## config.mk

```make
export PLATFORM = sky130hd
export DESIGN_NAME = usart_baud_gen_async_tx
export DESIGN_NICKNAME = d
export VERILOG_FILES = /design/src/logic/usart_tx_pkg.sv /design/src/logic/usart_baud_gen_async_tx.sv
export VERILOG_INCLUDE_DIRS = /design/src /design/src/logic
export SDC_FILE = /design/constraint.sdc
export NUM_CORES = 1
export LEC_CHECK = 0
export ABC_CLOCK_PERIOD_IN_PS = 2500
export BUFFER_PORTS_ARGS = -buffer_cell sky130_fd_sc_hd__buf_2
export CAP_MARGIN = 5
export CORE_ASPECT_RATIO = 0.9
export CORE_MARGIN = 3
export CORE_UTILIZATION = 40
export CTS_CLUSTER_DIAMETER = 30
export DETAILED_ROUTE_END_ITERATION = 6
export HOLD_SLACK_MARGIN = 0.06
export PLACE_DENSITY = 0.67
export SETUP_SLACK_MARGIN = 0.1
export SLEW_MARGIN = 20
export SYNTH_ARGS = -nofsm -noshare
export SYNTH_HDL_FRONTEND = slang
export SYNTH_SLANG_ARGS = --single-unit
```

## constraint.sdc

```tcl
create_clock -name CLK -period 2.5 [get_ports CLK]
set_input_delay 0.125 -clock CLK [delete_from_list [all_inputs] [get_ports CLK]]
set_output_delay 0.125 -clock CLK [all_outputs]
set_load 0.05 [all_outputs]
```

## src/logic/usart_tx_params.svh

```systemverilog
// register offsets, field positions, reset values and timing constants of the serial transmitter
`ifndef USART_TX_PARAMS_SVH
`define USART_TX_PARAMS_SVH

// register addresses (byte offsets in the data space)
`define ADDR_IRQ_FLAGS 8'h0c
`define ADDR_RX_CTRL 8'h18
`define ADDR_TX_BUFFER 8'h19
`define ADDR_IRQ_ENABLES 8'h8c
`define ADDR_TX_CTRL 8'h98
`define ADDR_BAUD_DIV 8'h99

// transmit_status_control fields
`define TXC_CLK_SRC 7
`define TXC_NINE_BIT 6
`define TXC_TX_ON 5
`define TXC_SYNC 4
`define TXC_HIGH_SPEED 2
`define TXC_SHIFT_EMPTY 1
`define TXC_NINTH 0

// receive_status_control fields
`define RXC_PORT_EN 7
`define RXC_RX_NINE 6
`define RXC_SINGLE_RX 5
`define RXC_CONT_RX 4

// irq flag / enable field of the transmitter
`define IRQ_TX_EMPTY 4

// reset values
`define RST_TX_CTRL 8'h02
`define RST_RX_CTRL 8'h00
`define RST_BYTE 8'h00

// ticks per bit: generator overflows per transmitted bit, less one
`define TICKS_HIGH_SPEED 6'h0f
`define TICKS_LOW_SPEED 6'h3f
`define TICKS_SYNC 6'h03

// bit counts of a frame: start + data + stop
`define FRAME_BITS_8 4'ha
`define FRAME_BITS_9 4'hb

// instruction cycle in oscillator periods, less one; load takes one instruction cycle
`define INSTR_CYCLE_CLKS 2'h3

`endif

```

## src/logic/usart_tx_pkg.sv

```systemverilog
// types shared by the serial transmitter
package usart_tx_pkg;
	typedef enum logic [1:0] {TX_IDLE, TX_LOAD, TX_SHIFT} tx_state_e;
endpackage

```

## src/logic/usart_baud_gen_async_tx.sv

```systemverilog
// baud generator, receive-pin majority sampler and asynchronous transmitter
//
// Behaviour
// [RULE_01] 8-bit free-running baud timer, period set by baud divisor, shared by all modes.
// [RULE_02] async rate: clock/(64(div+1)) low speed, clock/(16(div+1)) high speed.
// [RULE_03] clocked master rate: clock/(4(div+1)); high-speed select ignored.
// [RULE_04] rates hold only as clock master; in slave the generator sets no rate.
// [RULE_05] writing the divisor resets the timer at once.
// [RULE_06] receive pin sampled three times mid-bit; level decided by majority.
// [RULE_07] frame: one start bit, eight or nine data bits, one stop bit, NRZ.
// [RULE_08] data bits go least significant first.
// [RULE_09] transmitter and receiver share frame format and bit rate.
// [RULE_10] generator clock is 16x bit rate high speed, 64x low speed.
// [RULE_11] no parity hardware; software may carry parity in ninth bit.
// [RULE_12] async when clocked-mode bit clear; async halted during sleep.
// [RULE_13] shifter loads from buffer after previous stop bit, taking one instruction cycle.
// [RULE_14] each load empties buffer and sets buffer-empty flag; only buffer write clears it.
// [RULE_15] setting transmitter-on sets buffer-empty flag; buffer write clears it.
// [RULE_16] read-only shifter-empty status at bit 1 of transmit control; shifter hidden.
// [RULE_17] frame starts only with buffer data and a generator shift clock.
// [RULE_18] buffer write into empty shifter passes straight through; back-to-back frames.
// [RULE_19] clearing transmitter-on mid-frame aborts, resets transmitter, tristates pin.
// [RULE_20] software writes ninth bit and nine-bit select before writing data.
// [RULE_21] software setup order: divisor, mode, port, irq, nine-bit, enable, ninth, data.
// [RULE_22] software may prefer high speed for lower rate error.
// [RULE_23] port enable and pin directions must be set to hand pins to the port.
// [RULE_24] generator held in reset while transmit and receive enables all clear.
// [RULE_25] line idles high; start low, stop high, each one bit period long.
// [RULE_26] timer reloads on overflow, one tick per divisor-plus-one counts.
`timescale 1ns/1ps
`include "usart_tx_params.svh"

module usart_baud_gen_async_tx #(
	parameter int DIV_W = 8
) (
	// clock and reset
	input wire logic CLK,
	input wire logic RESET_N,
	// register port
	input wire logic [7:0] REG_ADDR,
	input wire logic [7:0] REG_WDATA,
	input wire logic REG_WR,
	input wire logic REG_RD,
	output logic [7:0] REG_RDATA,
	// chip state and pin directions
	input wire logic SLEEP,
	input wire logic [1:0] PORT_C_DIRECTION,
	// serial pins
	input wire logic RECEIVE_PIN,
	output logic TRANSMIT_PIN_O,
	output logic TRANSMIT_PIN_OE,
	// links to the receiver and synchronous logic
	output logic BAUD_TICK,
	output logic RX_BIT,
	output logic RX_BIT_VALID,
	output logic TX_EMPTY_IRQ
);

	// registers
	logic [7:0] tx_ctrl_r, tx_ctrl_nxt;
	logic [7:0] rx_ctrl_r, rx_ctrl_nxt;
	logic [7:0] tx_buf_r, tx_buf_nxt;
	logic [7:0] irq_en_r, irq_en_nxt;
	logic [DIV_W-1:0] baud_div_r, baud_div_nxt;
	logic buf_full_r, buf_full_nxt;
	logic tx_buffer_empty_flag_r, tx_buffer_empty_flag_nxt;
	logic [7:0] rdata_r, rdata_nxt;

	// generator
	logic [DIV_W-1:0] brg_cnt_r, brg_cnt_nxt;
	logic [5:0] pre_cnt_r, pre_cnt_nxt;
	logic brg_tick;
	logic bit_tick;
	logic brg_run;

	// sampler
	logic [1:0] rx_sync_r;
	logic [1:0] rx_sync_nxt;
	logic [2:0] votes_r, votes_nxt;
	logic rx_bit_r, rx_bit_nxt;
	logic rx_valid_r, rx_valid_nxt;

	// transmitter
	usart_tx_pkg::tx_state_e state_r, state_nxt;
	logic [10:0] shift_r, shift_nxt;
	logic [3:0] bits_left_r, bits_left_nxt;
	logic [1:0] load_cnt_r, load_cnt_nxt;
	logic line_r, line_nxt;
	logic oe_r, oe_nxt;

	logic wr_txc, wr_buf, wr_div;
	logic tx_on, async_mode, port_on;
	logic [5:0] ticks_per_bit;

	function automatic logic hit(input logic [7:0] a, input logic [7:0] target, input logic stb);
		hit = stb && (a == target);
	endfunction

	assign wr_txc = hit(REG_ADDR, `ADDR_TX_CTRL, REG_WR);
	assign wr_buf = hit(REG_ADDR, `ADDR_TX_BUFFER, REG_WR);
	assign wr_div = hit(REG_ADDR, `ADDR_BAUD_DIV, REG_WR);
	assign tx_on = tx_ctrl_r[`TXC_TX_ON];
	// async only with clocked mode clear and chip awake
	assign async_mode = !tx_ctrl_r[`TXC_SYNC] && !SLEEP; // [RULE_12]
	assign port_on = rx_ctrl_r[`RXC_PORT_EN] && (&PORT_C_DIRECTION); // [RULE_23]
	// generator runs only with some enable set
	assign brg_run = tx_on || rx_ctrl_r[`RXC_CONT_RX] || rx_ctrl_r[`RXC_SINGLE_RX]; // [RULE_24]

	// ticks per bit: x16/x64 async, x4 clocked master; high speed ignored in clocked mode
	always_comb begin
		if (tx_ctrl_r[`TXC_SYNC]) begin
			ticks_per_bit = `TICKS_SYNC; // [RULE_03]
		end else if (tx_ctrl_r[`TXC_HIGH_SPEED]) begin
			ticks_per_bit = `TICKS_HIGH_SPEED; // [RULE_02] [RULE_10]
		end else begin
			ticks_per_bit = `TICKS_LOW_SPEED; // [RULE_02] [RULE_10]
		end
	end

	// baud timer: counts down from divisor, reloads on overflow
	assign brg_tick = brg_run && !SLEEP && (brg_cnt_r == '0); // [RULE_01] [RULE_26]
	// clocked slave takes its clock from the pin, so no internal bit tick then
	assign bit_tick = brg_tick && (pre_cnt_r == '0) && (tx_ctrl_r[`TXC_CLK_SRC] || !tx_ctrl_r[`TXC_SYNC]); // [RULE_04]

	always_comb begin
		brg_cnt_nxt = brg_cnt_r;
		pre_cnt_nxt = pre_cnt_r;
		if (!brg_run || wr_div) begin
			// divisor write restarts timing at once
			brg_cnt_nxt = wr_div ? REG_WDATA[DIV_W-1:0] : baud_div_r; // [RULE_05] [RULE_24]
			pre_cnt_nxt = ticks_per_bit;
		end else if (!SLEEP) begin
			if (brg_cnt_r == '0) begin
				brg_cnt_nxt = baud_div_r; // [RULE_26]
				pre_cnt_nxt = (pre_cnt_r == '0) ? ticks_per_bit : pre_cnt_r - 6'h01;
			end else begin
				brg_cnt_nxt = brg_cnt_r - 1'b1;
			end
		end
	end

	always_ff @(posedge CLK) begin
		if (!RESET_N) begin
			brg_cnt_r <= '0;
			pre_cnt_r <= '0;
		end else begin
			brg_cnt_r <= brg_cnt_nxt;
			pre_cnt_r <= pre_cnt_nxt;
		end
	end

	// receive sampler: three votes at the middle ticks of each bit
	logic mid_a, mid_b, mid_c;
	logic [5:0] half;
	assign half = {1'b0, ticks_per_bit[5:1]};
	assign mid_a = brg_tick && (pre_cnt_r == half + 6'h01);
	assign mid_b = brg_tick && (pre_cnt_r == half);
	assign mid_c = brg_tick && (pre_cnt_r == half - 6'h01);

	always_comb begin
		rx_sync_nxt = {rx_sync_r[0], RECEIVE_PIN};
		votes_nxt = votes_r;
		rx_bit_nxt = rx_bit_r;
		rx_valid_nxt = 1'b0;
		if (mid_a) begin
			votes_nxt[0] = rx_sync_r[1]; // [RULE_06]
		end
		if (mid_b) begin
			votes_nxt[1] = rx_sync_r[1]; // [RULE_06]
		end
		if (mid_c) begin
			// majority of the two stored votes and this sample
			rx_bit_nxt = (votes_r[0] & votes_r[1]) | (votes_r[0] & rx_sync_r[1]) | (votes_r[1] & rx_sync_r[1]); // [RULE_06]
			rx_valid_nxt = async_mode; // [RULE_09]
		end
	end

	always_ff @(posedge CLK) begin
		if (!RESET_N) begin
			rx_sync_r <= 2'h3;
			votes_r <= 3'h7;
			rx_bit_r <= 1'b1;
			rx_valid_r <= 1'b0;
		end else begin
			rx_sync_r <= rx_sync_nxt;
			votes_r <= votes_nxt;
			rx_bit_r <= rx_bit_nxt;
			rx_valid_r <= rx_valid_nxt;
		end
	end

	// transmitter: buffer to shifter, then frame out on bit ticks
	always_comb begin
		state_nxt = state_r;
		shift_nxt = shift_r;
		bits_left_nxt = bits_left_r;
		load_cnt_nxt = load_cnt_r;
		line_nxt = line_r;
		oe_nxt = port_on && tx_on && async_mode;
		buf_full_nxt = buf_full_r;
		tx_buffer_empty_flag_nxt = tx_buffer_empty_flag_r;
		if (wr_buf) begin
			buf_full_nxt = 1'b1;
			tx_buffer_empty_flag_nxt = 1'b0; // [RULE_14] [RULE_15]
		end
		if (wr_txc && REG_WDATA[`TXC_TX_ON] && !tx_on) begin
			tx_buffer_empty_flag_nxt = 1'b1; // [RULE_15]
		end
		if (!tx_on) begin
			// abort: transmitter reset, pin released
			state_nxt = usart_tx_pkg::TX_IDLE; // [RULE_19]
			line_nxt = 1'b1;
			oe_nxt = 1'b0; // [RULE_19]
			bits_left_nxt = '0;
		end else begin
			unique case (state_r)
				usart_tx_pkg::TX_IDLE: begin
					line_nxt = 1'b1; // [RULE_25]
					if (buf_full_r && async_mode) begin
						state_nxt = usart_tx_pkg::TX_LOAD; // [RULE_13] [RULE_18]
						load_cnt_nxt = `INSTR_CYCLE_CLKS;
					end
				end
				usart_tx_pkg::TX_LOAD: begin
					if (load_cnt_r == 2'h0) begin
						// stop, ninth/ninth-less data, start: lsb first
						shift_nxt = tx_ctrl_r[`TXC_NINE_BIT] ?
							{1'b1, tx_ctrl_r[`TXC_NINTH], tx_buf_r, 1'b0} :
							{1'b1, 1'b1, tx_buf_r, 1'b0}; // [RULE_07] [RULE_08] [RULE_11] [RULE_20]
						bits_left_nxt = tx_ctrl_r[`TXC_NINE_BIT] ? `FRAME_BITS_9 : `FRAME_BITS_8; // [RULE_07]
						buf_full_nxt = wr_buf; // [RULE_14]
						tx_buffer_empty_flag_nxt = !wr_buf; // [RULE_14]
						state_nxt = usart_tx_pkg::TX_SHIFT;
					end else begin
						load_cnt_nxt = load_cnt_r - 2'h1; // [RULE_13]
					end
				end
				usart_tx_pkg::TX_SHIFT: begin
					// first edge waits for a generator shift clock
					if (bit_tick && async_mode) begin // [RULE_17]
						if (bits_left_r == 4'h0) begin
							// stop bit has gone out
							line_nxt = 1'b1;
							state_nxt = usart_tx_pkg::TX_IDLE; // [RULE_13]
							if (buf_full_r) begin
								state_nxt = usart_tx_pkg::TX_LOAD; // [RULE_18]
								load_cnt_nxt = `INSTR_CYCLE_CLKS;
							end
						end else begin
							line_nxt = shift_r[0]; // [RULE_25] [RULE_08]
							shift_nxt = {1'b1, shift_r[10:1]};
							bits_left_nxt = bits_left_r - 4'h1;
						end
					end
				end
			endcase
		end
	end

	always_ff @(posedge CLK) begin
		if (!RESET_N) begin
			state_r <= usart_tx_pkg::TX_IDLE;
			shift_r <= '1;
			bits_left_r <= '0;
			load_cnt_r <= '0;
			line_r <= 1'b1;
			oe_r <= 1'b0;
			buf_full_r <= 1'b0;
			tx_buffer_empty_flag_r <= 1'b0;
		end else begin
			state_r <= state_nxt;
			shift_r <= shift_nxt;
			bits_left_r <= bits_left_nxt;
			load_cnt_r <= load_cnt_nxt;
			line_r <= line_nxt;
			oe_r <= oe_nxt;
			buf_full_r <= buf_full_nxt;
			tx_buffer_empty_flag_r <= tx_buffer_empty_flag_nxt;
		end
	end

	// register file
	logic shifter_empty;
	assign shifter_empty = (state_r != usart_tx_pkg::TX_SHIFT); // [RULE_16]

	always_comb begin
		tx_ctrl_nxt = tx_ctrl_r;
		rx_ctrl_nxt = rx_ctrl_r;
		tx_buf_nxt = tx_buf_r;
		irq_en_nxt = irq_en_r;
		baud_div_nxt = baud_div_r;
		rdata_nxt = 8'h00;
		if (wr_txc) begin
			// bit 3 unimplemented, bit 1 read-only
			tx_ctrl_nxt = {REG_WDATA[7:4], 1'b0, REG_WDATA[`TXC_HIGH_SPEED], 1'b0, REG_WDATA[`TXC_NINTH]}; // [RULE_16]
		end
		if (hit(REG_ADDR, `ADDR_RX_CTRL, REG_WR)) begin
			rx_ctrl_nxt = {REG_WDATA[7:4], 4'h0};
		end
		if (wr_buf) begin
			tx_buf_nxt = REG_WDATA;
		end
		if (hit(REG_ADDR, `ADDR_IRQ_ENABLES, REG_WR)) begin
			irq_en_nxt = REG_WDATA;
		end
		if (wr_div) begin
			baud_div_nxt = REG_WDATA[DIV_W-1:0];
		end
		if (REG_RD) begin
			unique case (REG_ADDR)
				`ADDR_TX_CTRL: rdata_nxt = {tx_ctrl_r[7:2], shifter_empty, tx_ctrl_r[0]}; // [RULE_16]
				`ADDR_RX_CTRL: rdata_nxt = rx_ctrl_r;
				`ADDR_TX_BUFFER: rdata_nxt = tx_buf_r;
				`ADDR_IRQ_ENABLES: rdata_nxt = irq_en_r;
				`ADDR_BAUD_DIV: rdata_nxt = 8'(baud_div_r);
				// flag is read-only: writes to the flag register cannot clear it, only a buffer write does
				`ADDR_IRQ_FLAGS: rdata_nxt = 8'(tx_buffer_empty_flag_r) << `IRQ_TX_EMPTY; // [RULE_14]
				default: rdata_nxt = 8'h00;
			endcase
		end
	end

	always_ff @(posedge CLK) begin
		if (!RESET_N) begin
			tx_ctrl_r <= `RST_TX_CTRL & ~(8'h01 << `TXC_SHIFT_EMPTY);
			rx_ctrl_r <= `RST_RX_CTRL;
			tx_buf_r <= `RST_BYTE;
			irq_en_r <= `RST_BYTE;
			baud_div_r <= '0;
			rdata_r <= 8'h00;
		end else begin
			tx_ctrl_r <= tx_ctrl_nxt;
			rx_ctrl_r <= rx_ctrl_nxt;
			tx_buf_r <= tx_buf_nxt;
			irq_en_r <= irq_en_nxt;
			baud_div_r <= baud_div_nxt;
			rdata_r <= rdata_nxt;
		end
	end

	assign REG_RDATA = rdata_r;
	assign TRANSMIT_PIN_O = line_r;
	assign TRANSMIT_PIN_OE = oe_r;
	assign BAUD_TICK = brg_tick;
	assign RX_BIT = rx_bit_r;
	assign RX_BIT_VALID = rx_valid_r;
	assign TX_EMPTY_IRQ = tx_buffer_empty_flag_r && irq_en_r[`IRQ_TX_EMPTY];

endmodule

```

# Yosys cells after proc, flatten, opt, wreduce, memory -nomap -nowiden
# Cells that the tools add are included.
[totals]
regBits = 85
output_inout_bits = 14
[classes]
n_addsub = 6
eq_ne = 20
mux = 45
n_bitwise = 5
reduce_logical = 48
[op_table]
columns = ["operator", "n"]
rows = [
  ["one-hot mux 8 bit (6 select lines)", 1],
  ["two-way mux 6 bit", 6],
  ["two-way mux 11 bit", 3],
  ["two-way mux 8 bit", 4],
  ["equality test 8 bit, second input constant", 3],
  ["one-hot mux 11 bit (2 select lines)", 1],
  ["logical AND 1 bit", 21],
  ["two-way mux 2 bit", 9],
  ["equality test 8 x 5 -> 1 bit, second input constant", 2],
  ["inequality test 2 bit, second input constant", 8],
  ["two-way mux 1 bit", 13],
  ["equality test 6 bit", 2],
  ["two-way mux 4 bit", 3],
  ["one-hot mux 2 bit (3 select lines)", 2],
  ["AND reduction 2 bit", 6],
  ["two-way mux 10 bit", 1],
  ["equality test 8 x 4 -> 1 bit, second input constant", 1],
  ["logical NOT 8 bit", 1],
  ["one-hot mux 4 bit (2 select lines)", 1],
  ["AND reduction 4 bit", 2],
  ["subtractor 8 x 1 -> 8 bit, second input constant", 1],
  ["adder 5 x 1 -> 6 bit, second input constant", 1],
  ["equality test 6 x 5 -> 1 bit", 1],
  ["logical NOT 6 bit", 1],
  ["other kinds (17)", 30],
]

# Logic depth before layout (Yosys ltp)
# Gate-level depths: netlist of run 1.
[depth]
ltp_word = 9
ltp_mapped = 9
ltp_nobuf = 7

# Worst setup path before layout of run 1
# OpenSTA, ideal clock, no wires.
[synth_timing]
kind = "flip-flop to flip-flop"
start = "reg brg_cnt_r[0]"
end = "reg rx_bit_r, in the netlist RX_BIT"
arrival_time_ns = 2.798
required_time_ns = 2.372
slack_ns = -0.426
path_stages_with_launch = 9
path_buffers = 1
synth_period_minus_slack_ns = 2.926
path_cell_list = "dfxtp_1 > inv_1 > ha_1 > or4b_4 > buf_6 > nor3_1 > nand4_1 > mux2i_1 > nand2_1"
[synth_between]
elab_chain_cells = 3
[synth_rtl]
columns = ["item", "line_no", "rtl"]
rows = [
  ["start: declaration", "usart_baud_gen_async_tx.sv:70", "logic [DIV_W-1:0] brg_cnt_r, brg_cnt_nxt;"],
  ["start signal: assignment", "usart_baud_gen_async_tx.sv:147", "brg_cnt_r <= brg_cnt_nxt;"],
  ["logical NOT 8 bit", "usart_baud_gen_async_tx.sv:121", "assign brg_tick = brg_run && !SLEEP && (brg_cnt_r == '0);"],
  ["logical AND 1 bit", "usart_baud_gen_async_tx.sv:121", ""],
  ["net BAUD_TICK", "usart_baud_gen_async_tx.sv:53", "output logic BAUD_TICK,"],
  ["logical AND 1 bit", "usart_baud_gen_async_tx.sv:158", "assign mid_c = brg_tick && (pre_cnt_r == half - 6'h01);"],
  ["end signal: assignment", "usart_baud_gen_async_tx.sv:187", "rx_bit_r <= rx_bit_nxt;"],
  ["end: declaration", "usart_baud_gen_async_tx.sv:80", "logic rx_bit_r, rx_bit_nxt;"],
]
# The timed path passes the listed nets, and every way through them passes these cells.
# A chain may end at the register's enable or synchronous reset.

# Final worst setup path of run 1
[layout_timing]
start = "reg brg_cnt_r[0]"
end = "reg bits_left_r[2]"
[layout_between]
elab_chain_cells = 7
[layout_rtl]
columns = ["item", "line_no", "rtl"]
rows = [
  ["logical NOT 8 bit", "usart_baud_gen_async_tx.sv:121", ""],
  ["logical AND 1 bit", "usart_baud_gen_async_tx.sv:121", ""],
  ["logical AND 1 bit (2 in a row)", "usart_baud_gen_async_tx.sv:123", "assign bit_tick = brg_tick && (pre_cnt_r == '0) && (tx_ctrl_r[`TXC_CLK_SRC] || !tx_ctrl_r[`TXC_SYNC]);"],
  ["logical AND 1 bit", "usart_baud_gen_async_tx.sv:240", "if (bit_tick && async_mode) begin"],
  ["inequality test 2 bit (no source line)", "-", ""],
  ["AND reduction 4 bit (no source line)", "-", ""],
  ["end signal: assignment", "usart_baud_gen_async_tx.sv:273", "bits_left_r <= bits_left_nxt;"],
  ["end: declaration", "usart_baud_gen_async_tx.sv:86", "logic [3:0] bits_left_r, bits_left_nxt;"],
]
# No other way between the ends.

==> summary.txt, run 1 <==
Yosys
  – EDFF count, synth: 0
  – Register bit count reported by yosys: 84
  – Asr flop ratio synth: 0
  – Post-Syn Area: 0.00432 mm²
  – Mean Syn Cell Area: 8.62 µm²
  – Post-synth top flop: dfxtp_1
  – Count of warnings emitted by yosys: 0
  – Syn_nets: 532
  – Synth top area cells: dfxtp_1 39%, mux2i_1 9.7%, nand2_1 4.6%, nor2_1 4.3%, nor2b_1 4.1%
  – Synth top area share: 0.389
  – Gate Count Post-Synth: 501
  – Post-synthesis sequential area ratio: 0.389
  – Synth area leader: dfxtp_1
  – Synth unique cells: 64

Finish
  – Antenna fix cells: 0
  – Layout cell share with drive strength beyond 1: 0.175
  – Fill cells: 975
  – Area grow syn2layout: 17.9%
  – Layout Nets: 575
  – Cell area after layout: 0.00509 mm²

Pwr
  – P_leak: 1.97 nW
  – Pwr/cell area: 585 mW/mm²
  – IR drop worst, VDD: 0.000358 V

Critical path
  – Slowest-stage cell, CP: or4b_4
  – Endpoint class of the critical path: flop
  – CP Data Required Time: 2770 ps
  – CP bufs+invs: 2
  – Crit path launch type: flop
  – CP top delay family: simple AND/OR/NAND/NOR gates
  – Reg2reg setup slack: 200 ps
  – Crit path max fanout: 6
  – CP Cell Sequence: inv_2 -> ha_4 -> or4b_4 -> o41ai_4 -> buf_4 -> o211ai_4 -> or3_4 -> a21oi_1
  – Data arrival, critical path: 2570 ps
  – Crit path kind: reg2reg
  – Max stage delay on crit path: 530 ps

STA
  – Least-Margin Pin Slew: 658 ps
  – Fin crit share: 0.922
  – RSZ-0062 raised after global routing: false
  – Slew Viols, Final: 0
  – Setup TNS: 0 ps
  – Setup violations, final: 0
  – Max Freq: 434 MHz
  – Max transition margin: 0.560
  – Tmin final: 2300 ps
  – Clk_skew: 5.30 ps
  – Fin. Hold Viols: 0

Global route
  – First-pass GRT wire length: 18200 µm
  – GRT busiest layer: met2
  – Gr usage total: 0.188
  – GR Layer Usage met1: 0.256
  – Vias in the first global route: 3632
  – Largest net degree at the start of global routing: 37
  – Total gr overflow: 0
  – Antenna violations before repair: 0
  – GR Layer Usage met3: 0.0382
  – GRT met2 Usage: 0.297

Clock tree
  – Later-pin clock latency in the skew report: 340 ps
  – H-tree depth: 3
  – CTS clk-pin slew, worst paths: 60 ps
  – CTS Buf Count: 9
  – Sinks on Clock Net: 84
  – Root Buffer: clkbuf_16
  – Clk buf depth: 2
  – CTS tree: yes

Floorplan
  – Area of the die: 0.0121 mm²
  – Die width: 116 µm
  – Die Y: 105 µm
  – Starting Density: 0.416
  – Core Area: 0.0104 mm²
  – Boundary Pins: 38
  – # rows: 35

Outcome
  – Run status: completed

Hold path
  – HP Class: in2reg

Route
  – DR pass1 iterations: 5
  – Vias per Instance: 5.67
  – Routed wire length: 11200 µm
  – Vias: 3841
  – DR WL/cell: 16.5 µm
  – Routed Antenna Nets: 0
  – Initial DRC Count: 327
  – # DRC: 0

Place
  – Dpl hpwl: 8140 µm
  – IO buf count: 37
  – Post-DP Area: 0.00469 mm²
  – GP Congestion: 0.895

Job
  – Max-Cap Viols: 0
## sequential cells by signal (all words and copies together) (netlist names), 4 cells and up
signal and flops:
REG_RDATA 8, baud_div_r 8, bits_left_r 4, brg_cnt_r 8
irq_en_r 8, pre_cnt_r 6, rx_ctrl_r 4, shift_r 10
tx_buf_r 8, tx_ctrl_r 6
## per-stage QoR
stage / instances / hold WS [ps] / utilization / power (W) / setup WS [ps]
after floorplan: 501 / 226 / - / 0.00146 / 267
after global placement: 657 / 309 / 0.452 / 0.00152 / 265
after detailed placement: 657 / 312 / 0.452 / 0.00152 / 192
after global routing: 678 / 112 / 0.491 / 0.00307 / 115
after CTS: 677 / 85.2 / 0.488 / 0.00301 / 187
final: 678 / 95.3 / 0.491 / 0.00298 / 196
## cell families (layout without fill, tap and decap cells)
logic type,after synthesis,after routing,share of synthesized area
simple gates,203,203,0.247
compound gates,117,117,0.191
flops,84,84,0.389
mux,45,45,0.105
buf+inv,44,92,0.0449
fa+ha+maj,8,8,0.0226
## final cells by class
| class | count | area, µm² | area share |
|---|---|---|---|
| Tap cell | 129 | 161 | 0.0317 |
| Clock inverter | 6 | 95.1 | 0.0187 |
| Timing Repair Buffer | 62 | 383 | 0.0752 |
| Inverter | 14 | 52.6 | 0.0103 |
| Multi-Input combinational cell | 373 | 2480 | 0.487 |
| Clock buffer | 10 | 239 | 0.0469 |
| Sequential cell | 84 | 1680 | 0.330 |
## cells in the mapped netlist, drive strengths merged (2+ instances only)
library cell  number
buf                4
o2bb2ai            2
inv               14
o221ai             6
nand3              9
mux2i             42
nor3               8
a21oi             26
and2               6
or2                2
dfxtp             84
o21ai             22
ha                 7
a2bb2oi            2
a31oi              3
clkbuf            26
nand4              5
nor4               6
o22ai              2
o21a               4
a22oi              7
nand2             53
or3                5
nor4b              2
nor3b              4
or4                2
nor2              49
nor2b             28
a21boi            18
mux2               3
and3               6
o211ai             4
nand2b             6
o2111ai            3
nand3b             4
a22o               9
## per-layer routing
metal	share of wire	up-vias	wire length [µm]
met2	0.47	97	5210
met3	0.042	12	469
met4	0.015	0	168
met1	0.48	1858	5320
li1	-	1874	-
met5	0	-	0
## cell usage in the layout (no fill, tap or decap), drive strengths merged, types with 7 or more instances in the layout
cell / n
buf: 58
mux2i: 42
a21oi: 26
dfxtp: 84
nor3: 8
nand2: 53
inv: 16
o21ai: 22
clkbuf: 10
a22o: 9
a21boi: 18
nand3: 9
nor2: 49
nor2b: 28
ha: 7
a22oi: 7
## repair_timing
item,in CTS,in global routing
resized for setup,0,7
endpoints found under the setup margin,0,7
endpoints found under the hold margin,3,0
hold buffers,4,0
setup buffers,0,1
## worst paths after layout
check                            startpoint                           to  cells past startpoint
setup / recovery  brg_cnt_r[0]$_SDFFE_PN0P_  bits_left_r[2]$_SDFFE_PN0P_                      8
hold / removal                 REG_WDATA[3]     baud_div_r[3]$_SDFF_PN0_                      3
hold reg to reg     rx_sync_r[0]$_SDFF_PN1_      rx_sync_r[1]$_SDFF_PN1_                      1
setup reg to reg  brg_cnt_r[0]$_SDFFE_PN0P_  bits_left_r[2]$_SDFFE_PN0P_                      8
## report_power, final
part / total (W) / switching, W / internal, W
Sequential: 0.00136 / 0.0000138 / 0.00135
Clock: 0.00148 / 0.000569 / 0.000913
Combinational: 0.000137 / 0.0000812 / 0.0000560
## worst reg2reg max path, cell delays in order (launching register included)
cell	delay [ps]
dfxtp_2	330
inv_2	80
ha_4	140
or4b_4	530
o41ai_4	390
buf_4	190
o211ai_4	90
or3_4	340
a21oi_1	150
(Power assumes the default switching activity.)
==> run 2, diff against run 1 <==
Settings changed: CTS_BUF_LIST set to sky130_fd_sc_hd__clkbuf_16, GPL_TIMING_DRIVEN set to 0.
==> summary.txt, run 2 (synthesis gave the netlist of run 1 again) <==
STA
  – Slew Viols, Final: 0 (unchanged)
  – RSZ-0062 raised after global routing: true
  – Fin crit share: 0.943 (+0.0214)
  – Setup TNS: 0 ps (unchanged)
  – Setup violations, final: 0 (unchanged)
  – Tmin final: 2360 ps (+53.5 ps)
  – Max Freq: 424 MHz (-2.3%)
  – Least-Margin Pin Slew: 909 ps (+251 ps)
  – Fin. Hold Viols: 0 (unchanged)
  – Final WS setup: 143 ps (-53.5 ps)
  – Clk_skew: 6.97 ps (+1.67 ps)
  – Max transition margin: 0.386 (-0.174)

Clock tree
  – CTS tree: yes
  – Clk buf depth: 2 (unchanged)
  – Later-pin clock latency in the skew report: 330 ps (about the same)
  – Sinks on Clock Net: 84 (unchanged)
  – CTS Buf Count: 9 (unchanged)
  – H-tree depth: 3 (unchanged)
  – CTS clk-pin slew, worst paths: 60 ps (about the same)
  – Root Buffer: clkbuf_16

Finish
  – Layout cell share with drive strength beyond 1: 0.163 (-0.0114)
  – Antenna fix cells: 0 (unchanged)
  – Commonest non-fill, non-tap cells in the layout: 82 x dfxtp_1, 53 x nand2_1, 49 x nor2_1
  – Top reg by flops: shift_r
  – Commonest non-fill, non-tap cell in the layout: dfxtp_1
  – Post-route core utilization: 0.501 (+0.00988)
  – Max FFs per register: 10 (unchanged)
  – Layout Nets: 596 (+3.7%)
  – Area grow syn2layout: 20.3%

Global route
  – First-pass GRT wire length: 19000 µm (+4.4%)
  – Antenna violations before repair: 0 (unchanged)
  – Gr usage total: 0.198 (+0.00930)
  – Largest net degree at the start of global routing: 15 (-59%)
  – Vias in the first global route: 3676 (+1.2%)
  – Total gr overflow: 0 (unchanged)

Route
  – Vias: 3940 (+2.6%)
  – Routed Antenna Nets: 0 (unchanged)
  – Initial DRC Count: 233 (-29%)
  – Vias per Instance: 5.64 (-0.36%)
  – DR pass1 iterations: 5 (unchanged)
  – Routed wire length: 11900 µm (+6.7%)
  – DR WL/cell: 17.1 µm (+3.6%)
  – # DRC: 0 (unchanged)

Critical path
  – Endpoint class of the critical path: flop
  – Crit path launch type: flop
  – Data arrival, critical path: 2560 ps (about the same)
  – CP Data Required Time: 2700 ps (-70 ps)
  – Crit path max fanout: 5 (-1)
  – Crit path kind: reg2reg

Pwr
  – Overall power: 0.00293 W (-1.7%)
  – IR drop worst, VDD: 0.000505 V (+41%)
  – Pwr/cell area: 563 mW/mm² (-3.6%)
  – P_leak: 1.99 nW (+0.90%)

Hold path
  – HP Class: in2reg

Floorplan
  – Die width: 116 µm (unchanged)
  – Die Y: 105 µm (unchanged)
  – Boundary Pins: 38 (unchanged)
  – Area of the die: 0.0121 mm² (unchanged)
  – Starting Density: 0.416 (unchanged)
  – Core Area: 0.0104 mm² (unchanged)
  – # rows: 35 (unchanged)

Place
  – IO buf count: 35 (-5.4%)
  – Dpl hpwl: 8540 µm (+4.9%)
  – Pre-CTS setup slack: 24.9 ps (-167 ps)
  – GP Congestion: 0.901 (+0.58%)

Outcome
  – Run status: completed

Job
  – Max-Cap Viols: 0 (unchanged)
## run 2: cell types whose count changed in the layout (fill, tap and decap cells not counted), sizes merged
cell         previous run  this run
inv                    16        15
clkbuf                 10        35
clkinv                  0         2
clkinvlp                2         1
buf                    58        52
dlygate4sd3             4         5
## run 2: final timing paths
kind	start	to	slack, ps	cells after the start
min	REG_WDATA[1]	baud_div_r[1]$_SDFF_PN0_	100	3
max	brg_cnt_r[1]$_SDFFE_PN0P_	shift_r[3]$_SDFFE_PN1P_	140	9
min reg2reg	rx_sync_r[0]$_SDFF_PN1_	rx_sync_r[1]$_SDFF_PN1_	410	1
max reg2reg	brg_cnt_r[1]$_SDFFE_PN0P_	shift_r[3]$_SDFFE_PN1P_	140	9
## run 2: layout make-up
class	instances	area, µm²
clock inverters	6	88.8
multi-input cells	373	2510
clock buffers	9	225
well taps	129	161
fillers	967	5180
inverters	14	52.6
plain buffers	30	149
repair buffers	53	327
flip-flops and latches	84	1680
## run 2: layer usage
layer / vias to the layer above / track usage / part of all wire
met5: - / 0 / 0
met2: 121 / 0.305 / 0.47
li1: 1927 / - / -
met4: 0 / 0.0629 / 0.018
met1: 1873 / 0.269 / 0.46
met3: 19 / 0.0515 / 0.060
## run 2: what timing repair did
action / in CTS / in global routing
resized for setup: 2 / 16
buffers inserted: 2 / 10
pin swaps: 1 / 6
setup endpoints to repair: 10 / 20
cloned: 0 / 1
hold buffers: 5 / 0
hold endpoints to repair: 4 / 0
## run 2: report_power, final
part | switching (W) | internal (W)
clock | 0.000548 | 0.000871
combinational | 0.0000970 | 0.0000583
sequential | 0.00000771 | 0.00135
total | 0.000652 | 0.00228
## run 2: metrics by stage
stage               instances  cell area, µm²  hold slack [ps]
floorplan                 501            4330              226
global placement          665            4670              310
detailed placement        665            4670              313
CTS                       687            5060             93.1
global route              698            5200              112
finish                    698            5200             99.7
## run 2: critical path, cell delays in order (launching register included)
cell and delay (ps):
dfxtp_2 330, inv_2 70, ha_4 130, or4b_4 460, buf_8 150, o41ai_4 390
o2111ai_2 270, buf_6 210, mux2i_1 150, nand2_1 70
